[config.mk]
export PLATFORM = sky130hd
export DESIGN_NAME = vsp_top
export DESIGN_NICKNAME = d
export VERILOG_FILES = /design/src/vsp_pkg.sv /design/src/vsp_top.sv
export VERILOG_INCLUDE_DIRS = /design/src
export SDC_FILE = /design/constraint.sdc
export NUM_CORES = 1
export LEC_CHECK = 0
export BUFFER_PORTS_ARGS = -buffer_cell sky130_fd_sc_hd__buf_2
export CAP_MARGIN = 0
export CORE_ASPECT_RATIO = 1.2
export CORE_MARGIN = 2
export CORE_UTILIZATION = 49
export DETAILED_ROUTE_END_ITERATION = 10
export GPL_ROUTABILITY_DRIVEN = 1
export GPL_TIMING_DRIVEN = 0
export PLACE_DENSITY = 0.71
export SLEW_MARGIN = 20
export SYNTH_ARGS = -nofsm -noshare
export SYNTH_HDL_FRONTEND = slang
export SYNTH_SLANG_ARGS = --single-unit
[constraint.sdc]
create_clock -name clock_i -period 5.8 [get_ports clock_i]
set_clock_uncertainty 0.15 [all_clocks]
set_input_delay 0.58 -clock clock_i [delete_from_list [all_inputs] [get_ports clock_i]]
set_output_delay 0.58 -clock clock_i [all_outputs]
set_load 0.01 [all_outputs]
[src/vsp_regs.svh]
/*
  Register offsets, field positions, reset values and timing figures of the
  video sync processor. Assumes a single 25 MHz clock and an 8-bit register port.
*/
`ifndef VSP_REGS_SVH
`define VSP_REGS_SVH

// ------------------------------------------------------------------
// Register offsets
// ------------------------------------------------------------------
`define VSP_OFF_CONFIG   8'h40
`define VSP_OFF_MUX      8'h41
`define VSP_OFF_COUNTER  8'h42
`define VSP_OFF_POLARITY 8'h43
`define VSP_OFF_LATCHES  8'h44
`define VSP_OFF_HGEN     8'h45
`define VSP_OFF_VGEN     8'h46
`define VSP_OFF_ENABLES  8'h47

// ------------------------------------------------------------------
// Reset values
// ------------------------------------------------------------------
`define VSP_RST_CONFIG   8'h00
`define VSP_RST_MUX      8'h20
`define VSP_RST_COUNTER  8'h00
`define VSP_RST_POLARITY 8'h08
`define VSP_RST_LATCHES  8'h00
`define VSP_RST_HGEN     8'h00
`define VSP_RST_VGEN     8'h00
`define VSP_RST_ENABLES  8'hC3

// ------------------------------------------------------------------
// Field positions
// ------------------------------------------------------------------
`define VSP_LAT_COMP     7
`define VSP_LAT_HORIZ    6
`define VSP_LAT_VERT     5
`define VSP_LAT_HORIZ_FLYBACK_FLAG     4
`define VSP_LAT_VERT_FLYBACK_FLAG     3
`define VSP_LAT_MAX      2
`define VSP_LAT_MIN      1
`define VSP_LAT_EQ       0

// ------------------------------------------------------------------
// Timing
// ------------------------------------------------------------------
`define VSP_CLK_MHZ      25
`define VSP_TICK_PER_US  4
`define VSP_HPULSE_US    2
`define VSP_HPULSE_TICKS (`VSP_HPULSE_US * `VSP_TICK_PER_US)
`define VSP_VPULSE_LINES 4
`define VSP_VERT_POLARITY_FLAG_DLY_US  4000
`define VSP_SOG_DT_NS    250
`define VSP_SOG_DT_CYC   ((`VSP_SOG_DT_NS * `VSP_CLK_MHZ) / 1000)
`define VSP_BP1_NS       167
`define VSP_BP2_NS       333
`define VSP_BP3_NS       666
`define VSP_NS_CYC(ns)   (((ns) * `VSP_CLK_MHZ + 999) / 1000)

`endif

[src/vsp_pkg.sv]
/*
  Types shared by the video sync processor.
  Assumes nothing beyond the register header.
*/
package vsp_pkg;

  // ------------------------------------------------------------------
  // Synchronised input pins
  // ------------------------------------------------------------------
  typedef struct packed {
    logic vert_flyback_flag;
    logic horiz_flyback_flag;
    logic v_b;
    logic v_a;
    logic h_b;
    logic h_a;
    logic comp;
  } vsp_pins_t;

  // ------------------------------------------------------------------
  // Analyzer sequence
  // ------------------------------------------------------------------
  typedef enum logic [1:0] {
    VSP_ANA_IDLE = 2'b00,
    VSP_ANA_WAIT = 2'b01,
    VSP_ANA_MEAS = 2'b10
  } vsp_ana_t;

endpackage

[src/vsp_top.sv]
/*
  Video sync processor: input selection, edge latches, polarity detection,
  free-running generator, analyzers and corrector, with an 8-bit register port.
  Assumes sync pins are asynchronous to clock_i and software keeps the
  generator values in their legal ranges.
*/
// Summary of operation
// - Vertical polarity flag reads 1 for negative sync, updates after about 4 ms.
// - Equalization detect status is refreshed by hardware, valid with generator and analyzer off.
// - Input-set select picks set b at 0, set a at 1; resets to 1.
// - Extension disable at 1 suppresses vertical extension by the vertical count.
// - Clamp polarity 0 gives positive clamp; blank polarity 0 gives negative blanking.
// - Five sticky flags set on falling edges of their inputs, cleared by writing zero.
// - Max flag sets at counter top or threshold, min flag at bottom or threshold.
// - Min alone means positive, max alone negative, both composite sync.
// - Equalization latch sets on pulses too close together; software clears it.
// - Generator makes a positive 2 us horizontal pulse, period (value+1)/4 us.
// - Horizontal analyze measures the low time into the horizontal register, then clears.
// - With generator and analyzer off the horizontal output is corrected.
// - Vertical generator counts 11-bit lines, pulse four lines wide.
// - Vertical analyze counts lines during vertical low, returns 11 bits, then clears.
// - Corrector extends vertical output by the vertical count; zero disables vertical extension.
// - Sync outputs enabled at 0, clamp at 0, blanking enabled at 1.
// - Generation select 1 makes free-running sync, 0 analyzer or corrector.
// - Vertical extend enable forces vertical output high while equalization is seen, with extension disable 0, nonzero vertical count and vertical analyze off.
// - Horizontal blank control 0 blanks horizontal output during the vertical pulse.
// - Two read-only bits show the first horizontal and vertical pin levels.
// - Green sync flag sets when composite falls outside the horizontal window.
`timescale 1ns/1ps
`include "vsp_regs.svh"

module vsp_top
  import vsp_pkg::*;
#(
  parameter int VERT_POLARITY_FLAG_CYCLES = `VSP_VERT_POLARITY_FLAG_DLY_US * `VSP_CLK_MHZ
)(
  input  wire logic       clock_i,
  input  wire logic       srst_i,
  input  wire logic [7:0] addr_i,
  input  wire logic [7:0] wdata_i,
  input  wire logic       wr_i,
  input  wire logic       rd_i,
  output logic      [7:0] rdata_o,
  input  wire logic       composite_sync_in_i,
  input  wire logic       horiz_sync_in_a_i,
  input  wire logic       horiz_sync_in_b_i,
  input  wire logic       vert_sync_in_a_i,
  input  wire logic       vert_sync_in_b_i,
  input  wire logic       horiz_flyback_in_i,
  input  wire logic       vert_flyback_in_i,
  output logic            horiz_sync_out_o,
  output logic            vert_sync_out_o,
  output logic            clamp_o,
  output logic            blank_o
);

  generate
    if (VERT_POLARITY_FLAG_CYCLES < 2 || VERT_POLARITY_FLAG_CYCLES > 1048575)
      $error("VERT_POLARITY_FLAG_CYCLES out of range");
  endgenerate

  // ------------------------------------------------------------------
  // Input synchronisers
  // ------------------------------------------------------------------
  logic [6:0] pin_raw;
  logic [6:0] meta;
  logic [6:0] stab;
  logic [6:0] stab_d;
  vsp_pins_t  pin;
  vsp_pins_t  fall;

  assign pin_raw = {vert_flyback_in_i, horiz_flyback_in_i, vert_sync_in_b_i, vert_sync_in_a_i,
                    horiz_sync_in_b_i, horiz_sync_in_a_i, composite_sync_in_i};

  genvar gi;
  generate
    for (gi = 0; gi < 7; gi++)
    begin : g_sync
      always_ff @(posedge clock_i)
      begin
        meta[gi]   <= srst_i ? 1'b0 : pin_raw[gi];
        stab[gi]   <= srst_i ? 1'b0 : meta[gi];
        stab_d[gi] <= srst_i ? 1'b0 : stab[gi];
      end
    end
  endgenerate

  assign pin  = vsp_pins_t'(stab);
  assign fall = vsp_pins_t'(stab_d & ~stab);

  // ------------------------------------------------------------------
  // Registers
  // ------------------------------------------------------------------
  logic [7:0] cfg, mux, cnt_ctl, pol, sync_edge_latches, hgen, vgen, sync_output_enables;
  logic       vert_polarity_flag, eq_det;
  wire        wr_cfg = wr_i && addr_i == `VSP_OFF_CONFIG;
  wire        wr_lat = wr_i && addr_i == `VSP_OFF_LATCHES;
  wire        wr_pol = wr_i && addr_i == `VSP_OFF_POLARITY;
  wire        horiz_analyze = cfg[7];
  wire        vert_analyze = cfg[6];
  wire        inh_en = cfg[4];
  wire        vext = cfg[3];
  wire [1:0]  bp = mux[7:6];
  wire        fbsel = mux[5];
  wire        comp_sel = mux[4];
  wire [1:0]  hsel_mode = mux[3:2];
  wire        vinv = mux[1];
  wire        lcv_thr = cnt_ctl[6];
  wire [4:0]  cv = cnt_ctl[4:0];
  wire        input_set_select = pol[3];
  wire        extension_disable = pol[2];
  wire        clamp_polarity = pol[1];
  wire        blank_polarity = pol[0];
  wire        sync_output_disable = sync_output_enables[7];
  wire        clamp_output_disable = sync_output_enables[6];
  wire        blank_output_enable = sync_output_enables[5];
  wire        generation_select = sync_output_enables[4];
  wire        vert_extend_enable = sync_output_enables[3];
  wire        horiz_blank_control = sync_output_enables[2];
  wire [10:0] vtotal = {vgen, cfg[2:0]};

  // ------------------------------------------------------------------
  // Input selection and quarter-microsecond tick
  // ------------------------------------------------------------------
  logic [4:0] frac;
  logic       tick;
  wire        h_sel = input_set_select ? pin.h_a : pin.h_b;
  wire        v_sel = input_set_select ? pin.v_a : pin.v_b;
  wire        v_sel_d = input_set_select ? stab_d[3] : stab_d[4];
  wire        h_src = (comp_sel ? pin.comp : h_sel) ^ hsel_mode[0];
  wire        v_src = v_sel ^ vinv;
  wire        h_ana = fbsel ? h_src : pin.horiz_flyback_flag;
  wire        v_ana = fbsel ? v_src : pin.vert_flyback_flag;

  // 25 MHz is not a whole multiple of 4 MHz, so the tick is spread by a fractional step.
  always_ff @(posedge clock_i)
  begin
    frac <= srst_i ? 5'd0 : ((frac >= 5'd21) ? frac - 5'd21 : frac + 5'd4);
    tick <= !srst_i && frac >= 5'd21;
  end

  // ------------------------------------------------------------------
  // Free-running generator
  // ------------------------------------------------------------------
  logic [7:0]  hpos;
  logic [10:0] vline;
  wire         gen = generation_select;
  wire         h_gen = hpos < 8'(`VSP_HPULSE_TICKS);
  wire         v_gen = vline < 11'(`VSP_VPULSE_LINES);
  wire         h_wrap = tick && hpos >= hgen;

  always_ff @(posedge clock_i)
  begin
    if (srst_i || !gen)
    begin
      hpos  <= 8'h00;
      vline <= 11'h000;
    end
    else if (tick)
    begin
      hpos <= h_wrap ? 8'h00 : hpos + 8'h01;
      if (h_wrap)
        vline <= (vline + 11'h001 >= vtotal) ? 11'h000 : vline + 11'h001;
    end
  end

  // ------------------------------------------------------------------
  // Corrector: equalization window, inhibition and vertical extension
  // ------------------------------------------------------------------
  logic [7:0]  eq_win;
  logic [7:0]  ext_cnt;
  logic        h_src_d, v_src_d;
  wire         corr = !gen && !horiz_analyze;
  wire         h_fall = h_src_d && !h_src;
  wire         v_fall = v_src_d && !v_src;
  wire         eq_event = corr && h_fall && eq_win != 8'h00;
  wire [7:0]   win_len = (hgen > 8'(`VSP_HPULSE_TICKS)) ? hgen + 8'h01 - 8'(`VSP_HPULSE_TICKS) : 8'h01;
  wire         h_inh = inh_en && eq_win != 8'h00 && !h_src_d;
  wire         v_allow = !extension_disable && vgen != 8'h00;
  wire         v_corr = v_src || (v_allow && ext_cnt != 8'h00)
                        || (vert_extend_enable && v_allow && !vert_analyze && eq_det);
  wire         h_corr = h_src && !h_inh && (horiz_blank_control || !v_corr);
  wire         h_final = gen ? h_gen : h_corr;
  wire         v_final = gen ? v_gen : v_corr;

  always_ff @(posedge clock_i)
  begin
    h_src_d <= !srst_i && h_src;
    v_src_d <= !srst_i && v_src;
    if (srst_i || !corr)
      eq_win <= 8'h00;
    else if (h_fall && eq_win == 8'h00)
      eq_win <= win_len;
    else if (tick && eq_win != 8'h00)
      eq_win <= eq_win - 8'h01;
    if (srst_i || !v_allow)
      ext_cnt <= 8'h00;
    else if (v_fall)
      ext_cnt <= vgen;
    else if (h_fall && ext_cnt != 8'h00 && !(vext && eq_det))
      ext_cnt <= ext_cnt - 8'h01;
    if (srst_i)
      eq_det <= 1'b0;
    else if (eq_event)
      eq_det <= 1'b1;
    else if (corr && h_fall)
      eq_det <= 1'b0;
  end

  // ------------------------------------------------------------------
  // Polarity counter, vertical polarity and green sync window
  // ------------------------------------------------------------------
  logic [4:0]  ud;
  logic [15:0] hi_len, lo_len;
  logic        pol_cand;
  logic [19:0] pol_cnt;
  logic [2:0]  sog_dt;
  wire  [4:0]  ud_max = lcv_thr ? cv : 5'h1F;
  wire  [4:0]  ud_min = lcv_thr ? cv : 5'h00;
  wire         sog_event = fall.comp && !h_sel && sog_dt == 3'd0;

  always_ff @(posedge clock_i)
  begin
    if (srst_i)
      ud <= 5'h10;
    else if (tick)
      ud <= h_sel ? ((ud < 5'h1F) ? ud + 5'h01 : ud) : ((ud > 5'h00) ? ud - 5'h01 : ud);
    if (srst_i)
      sog_dt <= 3'd0;
    else if (h_sel)
      sog_dt <= 3'(`VSP_SOG_DT_CYC);
    else if (sog_dt != 3'd0)
      sog_dt <= sog_dt - 3'd1;
  end

  // Each phase keeps its last length until it starts again, so even a steady level resolves.
  always_ff @(posedge clock_i)
  begin
    if (srst_i)
    begin
      hi_len   <= 16'h0000;
      lo_len   <= 16'h0000;
      pol_cand <= 1'b0;
      pol_cnt  <= 20'h00000;
      vert_polarity_flag     <= 1'b0;
    end
    else
    begin
      hi_len <= !v_sel ? hi_len : (!v_sel_d ? 16'h0001 : (hi_len == 16'hFFFF ? hi_len : hi_len + 16'h0001));
      lo_len <= v_sel ? lo_len : (v_sel_d ? 16'h0001 : (lo_len == 16'hFFFF ? lo_len : lo_len + 16'h0001));
      if (v_sel && hi_len > lo_len)
        pol_cand <= 1'b1;
      else if (!v_sel && lo_len > hi_len)
        pol_cand <= 1'b0;
      if (pol_cand == vert_polarity_flag)
        pol_cnt <= 20'h00000;
      else if (pol_cnt == 20'(VERT_POLARITY_FLAG_CYCLES - 1))
      begin
        vert_polarity_flag    <= pol_cand;
        pol_cnt <= 20'h00000;
      end
      else
        pol_cnt <= pol_cnt + 20'h00001;
    end
  end

  // ------------------------------------------------------------------
  // Analyzers
  // ------------------------------------------------------------------
  vsp_ana_t    ha_st, va_st;
  logic [7:0]  h_meas;
  logic [10:0] v_meas;
  logic        ha_src_d, va_src_d;
  wire         ha_done = ha_st == VSP_ANA_MEAS && ha_src_d == 1'b0 && h_ana;
  wire         va_done = va_st == VSP_ANA_MEAS && va_src_d == 1'b0 && v_ana;

  always_ff @(posedge clock_i)
  begin
    ha_src_d <= !srst_i && h_ana;
    va_src_d <= !srst_i && v_ana;
    if (srst_i || !horiz_analyze || gen)
      ha_st <= VSP_ANA_IDLE;
    else
      case (ha_st)
        VSP_ANA_IDLE: ha_st <= VSP_ANA_WAIT;
        VSP_ANA_WAIT: if (ha_src_d && !h_ana) ha_st <= VSP_ANA_MEAS;
        VSP_ANA_MEAS: if (ha_done) ha_st <= VSP_ANA_IDLE;
        default:      ha_st <= VSP_ANA_IDLE;
      endcase
    if (ha_st != VSP_ANA_MEAS)
      h_meas <= 8'h00;
    else if (tick && h_meas != 8'hFF)
      h_meas <= h_meas + 8'h01;
    if (srst_i || !vert_analyze || gen)
      va_st <= VSP_ANA_IDLE;
    else
      case (va_st)
        VSP_ANA_IDLE: va_st <= VSP_ANA_WAIT;
        VSP_ANA_WAIT: if (va_src_d && !v_ana) va_st <= VSP_ANA_MEAS;
        VSP_ANA_MEAS: if (va_done) va_st <= VSP_ANA_IDLE;
        default:      va_st <= VSP_ANA_IDLE;
      endcase
    if (va_st != VSP_ANA_MEAS)
      v_meas <= 11'h000;
    else if (h_fall && v_meas != 11'h7FF)
      v_meas <= v_meas + 11'h001;
  end

  // ------------------------------------------------------------------
  // Register file
  // ------------------------------------------------------------------
  wire [7:0] lat_set = {fall.comp, fall.h_a | fall.h_b, fall.v_a | fall.v_b, fall.horiz_flyback_flag, fall.vert_flyback_flag,
                        ud == ud_max, ud == ud_min, eq_event};
  wire [7:0] pol_rd = {pol[7], 1'b0, vert_polarity_flag, eq_det, pol[3:0]};
  wire [7:0] enr_rd = {sync_output_enables[7:2], stab[1], stab[3]};
  logic [7:0] rd_mux;

  always_comb
  begin
    case (addr_i)
      `VSP_OFF_CONFIG:   rd_mux = {cfg[7:6], 1'b0, cfg[4:0]};
      `VSP_OFF_MUX:      rd_mux = {mux[7:1], 1'b0};
      `VSP_OFF_COUNTER:  rd_mux = cnt_ctl;
      `VSP_OFF_POLARITY: rd_mux = pol_rd;
      `VSP_OFF_LATCHES:  rd_mux = sync_edge_latches;
      `VSP_OFF_HGEN:     rd_mux = hgen;
      `VSP_OFF_VGEN:     rd_mux = vgen;
      `VSP_OFF_ENABLES:  rd_mux = enr_rd;
      default:           rd_mux = 8'h00;
    endcase
  end

  always_ff @(posedge clock_i)
  begin
    if (srst_i)
    begin
      cfg <= `VSP_RST_CONFIG;  mux <= `VSP_RST_MUX;   cnt_ctl <= `VSP_RST_COUNTER;
      pol <= `VSP_RST_POLARITY; sync_edge_latches <= `VSP_RST_LATCHES;
      hgen <= `VSP_RST_HGEN;   vgen <= `VSP_RST_VGEN; sync_output_enables <= `VSP_RST_ENABLES;
      rdata_o <= 8'h00;
    end
    else
    begin
      rdata_o <= rd_i ? rd_mux : 8'h00;
      if (wr_cfg)
        cfg <= {wdata_i[7:6], 1'b0, wdata_i[4:0]};
      else if (ha_done || va_done)
        cfg <= {cfg[7] && !ha_done, cfg[6] && !va_done, cfg[5:3], va_done ? v_meas[2:0] : cfg[2:0]};
      if (wr_i && addr_i == `VSP_OFF_MUX)     mux <= {wdata_i[7:1], 1'b0};
      if (wr_i && addr_i == `VSP_OFF_COUNTER) cnt_ctl <= wdata_i;
      if (wr_pol)
        pol[3:0] <= wdata_i[3:0];
      // A flag set in the same cycle as a clearing write stays set.
      pol[7] <= (pol[7] && (!wr_pol || wdata_i[7])) || sog_event;
      sync_edge_latches   <= (sync_edge_latches & (wr_lat ? wdata_i : 8'hFF)) | lat_set;
      if (ha_done)
        hgen <= h_meas;
      else if (wr_i && addr_i == `VSP_OFF_HGEN)
        hgen <= wdata_i;
      if (va_done)
        vgen <= v_meas[10:3];
      else if (wr_i && addr_i == `VSP_OFF_VGEN)
        vgen <= wdata_i;
      if (wr_i && addr_i == `VSP_OFF_ENABLES)
        sync_output_enables <= {wdata_i[7:2], 2'b00};
    end
  end

  // ------------------------------------------------------------------
  // Outputs: sync, clamp and blanking
  // ------------------------------------------------------------------
  logic [4:0] clamp_cnt;
  logic       h_final_d;
  wire        clamp_trig = hsel_mode[1] ? (h_final_d && !h_final) : (!h_final_d && h_final);
  wire  [4:0] bp_len = (bp == 2'd1) ? 5'(`VSP_NS_CYC(`VSP_BP1_NS)) :
                       (bp == 2'd2) ? 5'(`VSP_NS_CYC(`VSP_BP2_NS)) : 5'(`VSP_NS_CYC(`VSP_BP3_NS));
  wire        clamp_act = clamp_cnt != 5'd0 && !clamp_output_disable;
  wire        blank_act = blank_output_enable && (h_final || v_final);

  always_ff @(posedge clock_i)
  begin
    if (srst_i)
    begin
      h_final_d <= 1'b0;
      clamp_cnt <= 5'd0;
      horiz_sync_out_o <= 1'b0;
      vert_sync_out_o  <= 1'b0;
      clamp_o <= 1'b0;
      blank_o <= 1'b1;
    end
    else
    begin
      h_final_d <= h_final;
      if (clamp_trig && bp != 2'd0)
        clamp_cnt <= bp_len;
      else if (clamp_cnt != 5'd0)
        clamp_cnt <= clamp_cnt - 5'd1;
      horiz_sync_out_o <= !sync_output_disable && h_final;
      vert_sync_out_o  <= !sync_output_disable && v_final;
      clamp_o <= clamp_act ^ clamp_polarity;
      blank_o <= blank_act ^ !blank_polarity;
    end
  end

  // ------------------------------------------------------------------
  // Checks
  // ------------------------------------------------------------------
  logic [7:0] hw_cnt;
  always_ff @(posedge clock_i)
    hw_cnt <= (srst_i || !h_gen || !gen) ? 8'h00 : hw_cnt + 8'h01;

  chk_comp_flag_set: assert property (@(posedge clock_i) disable iff (srst_i)
    fall.comp |=> sync_edge_latches[`VSP_LAT_COMP]) else $error("composite flag not set");
  chk_flag_zero_clear: assert property (@(posedge clock_i) disable iff (srst_i)
    wr_lat && !wdata_i[`VSP_LAT_VERT_FLYBACK_FLAG] && !fall.vert_flyback_flag |=> !sync_edge_latches[`VSP_LAT_VERT_FLYBACK_FLAG])
    else $error("flyback flag not cleared");
  chk_flag_one_keep: assert property (@(posedge clock_i) disable iff (srst_i)
    wr_lat && wdata_i[`VSP_LAT_HORIZ_FLYBACK_FLAG] |=> sync_edge_latches[`VSP_LAT_HORIZ_FLYBACK_FLAG] == $past(sync_edge_latches[`VSP_LAT_HORIZ_FLYBACK_FLAG] || fall.horiz_flyback_flag))
    else $error("flag changed by writing one");
  chk_eq_latch_set: assert property (@(posedge clock_i) disable iff (srst_i)
    eq_event |=> sync_edge_latches[`VSP_LAT_EQ] && eq_det) else $error("equalization not latched");
  chk_hgen_width: assert property (@(posedge clock_i) disable iff (srst_i || !gen)
    $fell(h_gen) && $past(gen, 60) |-> hw_cnt >= 8'd49 && hw_cnt <= 8'd51)
    else $error("generated horizontal width wrong");
  chk_hana_result: assert property (@(posedge clock_i) disable iff (srst_i)
    ha_done && !wr_cfg && !wr_i |=> !horiz_analyze && hgen == $past(h_meas)) else $error("horizontal result lost");
  chk_vert_polarity_flag_hold: assert property (@(posedge clock_i) disable iff (srst_i)
    $changed(vert_polarity_flag) |-> $past(pol_cnt) == 20'(VERT_POLARITY_FLAG_CYCLES - 1)) else $error("polarity changed early");
  chk_sync_disable: assert property (@(posedge clock_i) disable iff (srst_i)
    sync_output_disable |=> !horiz_sync_out_o && !vert_sync_out_o) else $error("sync driven while off");
  chk_blank_idle: assert property (@(posedge clock_i) disable iff (srst_i)
    !blank_output_enable |=> blank_o == !$past(blank_polarity)) else $error("blank not at idle level");

endmodule

==> impl_results.md <==
- Core area: roughly 23000 sq um
- CTS tree: yes
- Crit path DAT: 4130 ps
- CTS clk-pin slew, worst paths: 60 ps
- Total CTS buffers: 25
- Initial antenna violation count: 1
- Critical path required time: 6060 ps
- Post-Place Cells: 1708
- Clock tree root buffer cell: clkbuf_16
- Cts hold-fix bufs: 0
- Max IR drop VDD: between 0.0002 and 0.00025 V
- Tightest Pin Transition: ~840 ps
- Async set or reset register ratio after synthesis: 0%
- Design area: roughly 13000 sq um
- Htree depth: 1
- Critical Path Source Type: register
- Drt total wl: 30.92 mm
- Post-synthesis cell type count: 74
- DRC viols: 0
- Post_cts resized: 0
- R2r endpoint: vline[3]
- Post-synthesis net count: roughly 1400
- Hpwl dp: between 20 and 25 mm
- Number of nets with antenna violations after routing: 0
- Initial Util: around half
- Total grt overflow: 0
- Avg WL per Cell: ~18 um
- Cell Chain, Critical Path: ha_1, nand3_1, nor3_1, nand3_1, or2_2, nand2_1, ha_1, nor3b_1, nor3b_1, a32oi_1, nor2_1, a221o_1
- Top Family by Delay on Critical Path: simple AND/OR/NAND/NOR gates
- Most frequent cells in the layout: dfxtp_1, nor2_1, nand2_1
- Critical-path maximum fanout: 10
- Tot GR Track Use: between 20% and 30%
- Final hold vios: 0
- Die Ht: about 170 um
- FF+latch count, synth: approximately 230
- Final min period: 3866 ps
- Sink Count: 227
- Register area: 4544 sq um
- Crit-path max cell delay: 700 ps
- Area Growth Syn to Fin: 13.46%
- First-pass GRT wire length: 49.41 mm
- Worst r2r path cells: 12
- Placer Congestion: 1.041
- Ys flop type: dfxtp_1
- YS warnings: 0
- Final Non-Filler Cells: 1754
- Relative slew slack: between 40% and 50%
- Vias per cell: about 5.7
- EDFF count, synth: 0
- RSZ-0062 raised after global routing: false
- Reg-to-reg slack, setup: 1930 ps
- Final core utilization: a little under three fifths
- Vias in the first global route: ~9600
- IO Port Bufs: 35
- Outcome: completed
- I/O pin count: 39
- Placed Area: 12180 sq um
- Die X: 144.5 um
- CP max stage cell: a32oi_1
- Hold Path Stages: 2
- Setup crit start: vline[0]
- Post-Syn Area: roughly 12000 sq um
- Worst r2r src: vline[0]
- Max-Cap Viols: 0
- Final setup violating endpoints: 0
- Total leakage power: 4.968 nW
- Layout net count: 1510
- Worst-Skew Late Latency: 530 ps
- Worst path bufs/invs: 0
- Post-Syn Area per Cell: ~8.6 sq um
- Crit Path Class: reg -> reg
- Cell Pwr Density: 289.7 nW/um^2
- Setup TNS: 0 ps
- Commonest non-fill, non-tap cell in the layout: dfxtp_1
- Worst setup EP type: register
- Antenna diode instance count: 0
- Initial drt markers: ~730
- Vias: around 10000
- Largest net degree at the start of global routing: 15
- Row cnt: between 60 and 70
- Min-delay src: horiz_sync_in_b_i
- Multi-input gate area: around 6600 sq um
- Initial DRT Pass Iterations: 6
- Period Utilization, post-route: between 60% and 70%
- Layout cells sized above 1: approximately 7.7%
- Die area: about 25000 sq um
- Total Power: approximately 3.8 mW
- Post-CTS Repair Setup Buffers: 0
- Fmax: 258.7 MHz
- Mapped Cells: 1358
- Max-slew violation count: 0
- Clock buffer depth: 3
- Hold endpoint: meta[2]
- Sequential element share of the synthesized area: approximately two fifths
- Fill cells: 2134
- Min-Delay Path Class: in -> reg
## report_power, final
group / internal, mW / switching (mW) / leakage (nW)
Clock: 1.23 / 0.667 / 0.483
Combinational: 0.118 / 0.176 / 2.65
Sequential: 1.60 / 0.0300 / 1.84
## per-layer routing
metal | wire (um) | vias to the layer above | global-route usage, %
met3 | 1933 | 92 | 3.351
met4 | 1470 | 0 | 10.80
met5 | 0 | - | 0
met1 | 12590 | 4765 | 30.83
met2 | 14920 | 320 | 42.06
li1 | - | 4895 | -
## area by class of cell
class / count / share of cell area [%]
clock inverters: 17 / 2.450
multi-input cells: 1014 / 50.19
well taps: 315 / 2.992
inverters: 62 / 1.767
plain buffers: 55 / 1.691
clock buffers: 29 / 5.091
flip-flops and latches: 227 / 34.50
repair buffers: 35 / 1.330
## cell usage after synthesis (9+ instances only)
cell	count	area [sq um]
clkbuf_1	45	168.9
nand3_1	57	285.3
nor3_1	36	180.2
a31oi_1	10	62.56
or3_1	12	75.07
o21ai_0	43	215.2
nor2_1	175	656.9
nand2b_1	13	81.33
nand4_1	26	162.7
mux2i_1	37	370.4
xnor2_1	56	490.5
nor4_1	16	100.1
a21o_1	9	67.56
a21oi_1	79	395.4
and2_1	9	56.30
xor2_1	51	446.7
nor2b_1	41	256.5
nand2_1	108	405.4
ha_1	62	775.7
and3_1	21	131.4
a211oi_1	39	292.8
dfxtp_1	227	4544
inv_1	62	232.7
## sequential cells by signal (all words and copies together), names as in the netlist, 6 cells and up
signal,flops
cfg,7
cnt_ctl,8
eq_win,8
ext_cnt,8
h_meas,8
hgen,8
hi_len,16
hpos,8
lo_len,16
meta,7
mux,7
pol_cnt,20
rdata_o,8
stab_d,7
sync_edge_latches,8
sync_output_enables,6
v_meas,11
vgen,8
vline,11
## through the flow
step	setup slack [ps]	hold WS [ps]
2_1_floorplan	2664	262.9
3_3_place_gp	2020	273.2
3_5_place_dp	2008	275.5
4_1_cts	1964	99.52
5_1_grt	1641	130.1
6_report	1934	110.7
## worst reg2reg max path: cells and delay by family (launching register included)
family | cells | cell delay, ps
AOI/OAI and AO/OA | 2 | 1070
adders and majority gates | 2 | 400
and+or+nand+nor | 8 | 1760
DFF | 1 | 380
## cell families after synthesis
| family | Yosys count | synth area share, % |
|---|---|---|
| and+or+nand+nor | 550 | 23.21 |
| muxes | 49 | 4.935 |
| DFF | 227 | 39.14 |
| AOI/OAI and AO/OA | 245 | 13.87 |
| xor gates and xnor gates | 107 | 8.071 |
| adders and majority gates | 63 | 6.853 |
| buffers and inverters | 117 | 3.922 |
## worst max-delay path by stage
stage	endpoint	slack [ps]	cells past startpoint
6_report	vline[3]	1930	12
5_1_grt	vline[3]	1640	12
4_1_cts	vline[3]	1960	12
3_5_place_dp	vline[3]	2010	12
3_3_place_gp	vline[3]	2020	12
2_1_floorplan	vline[3]	2660	12
(Power assumes the default switching activity.)
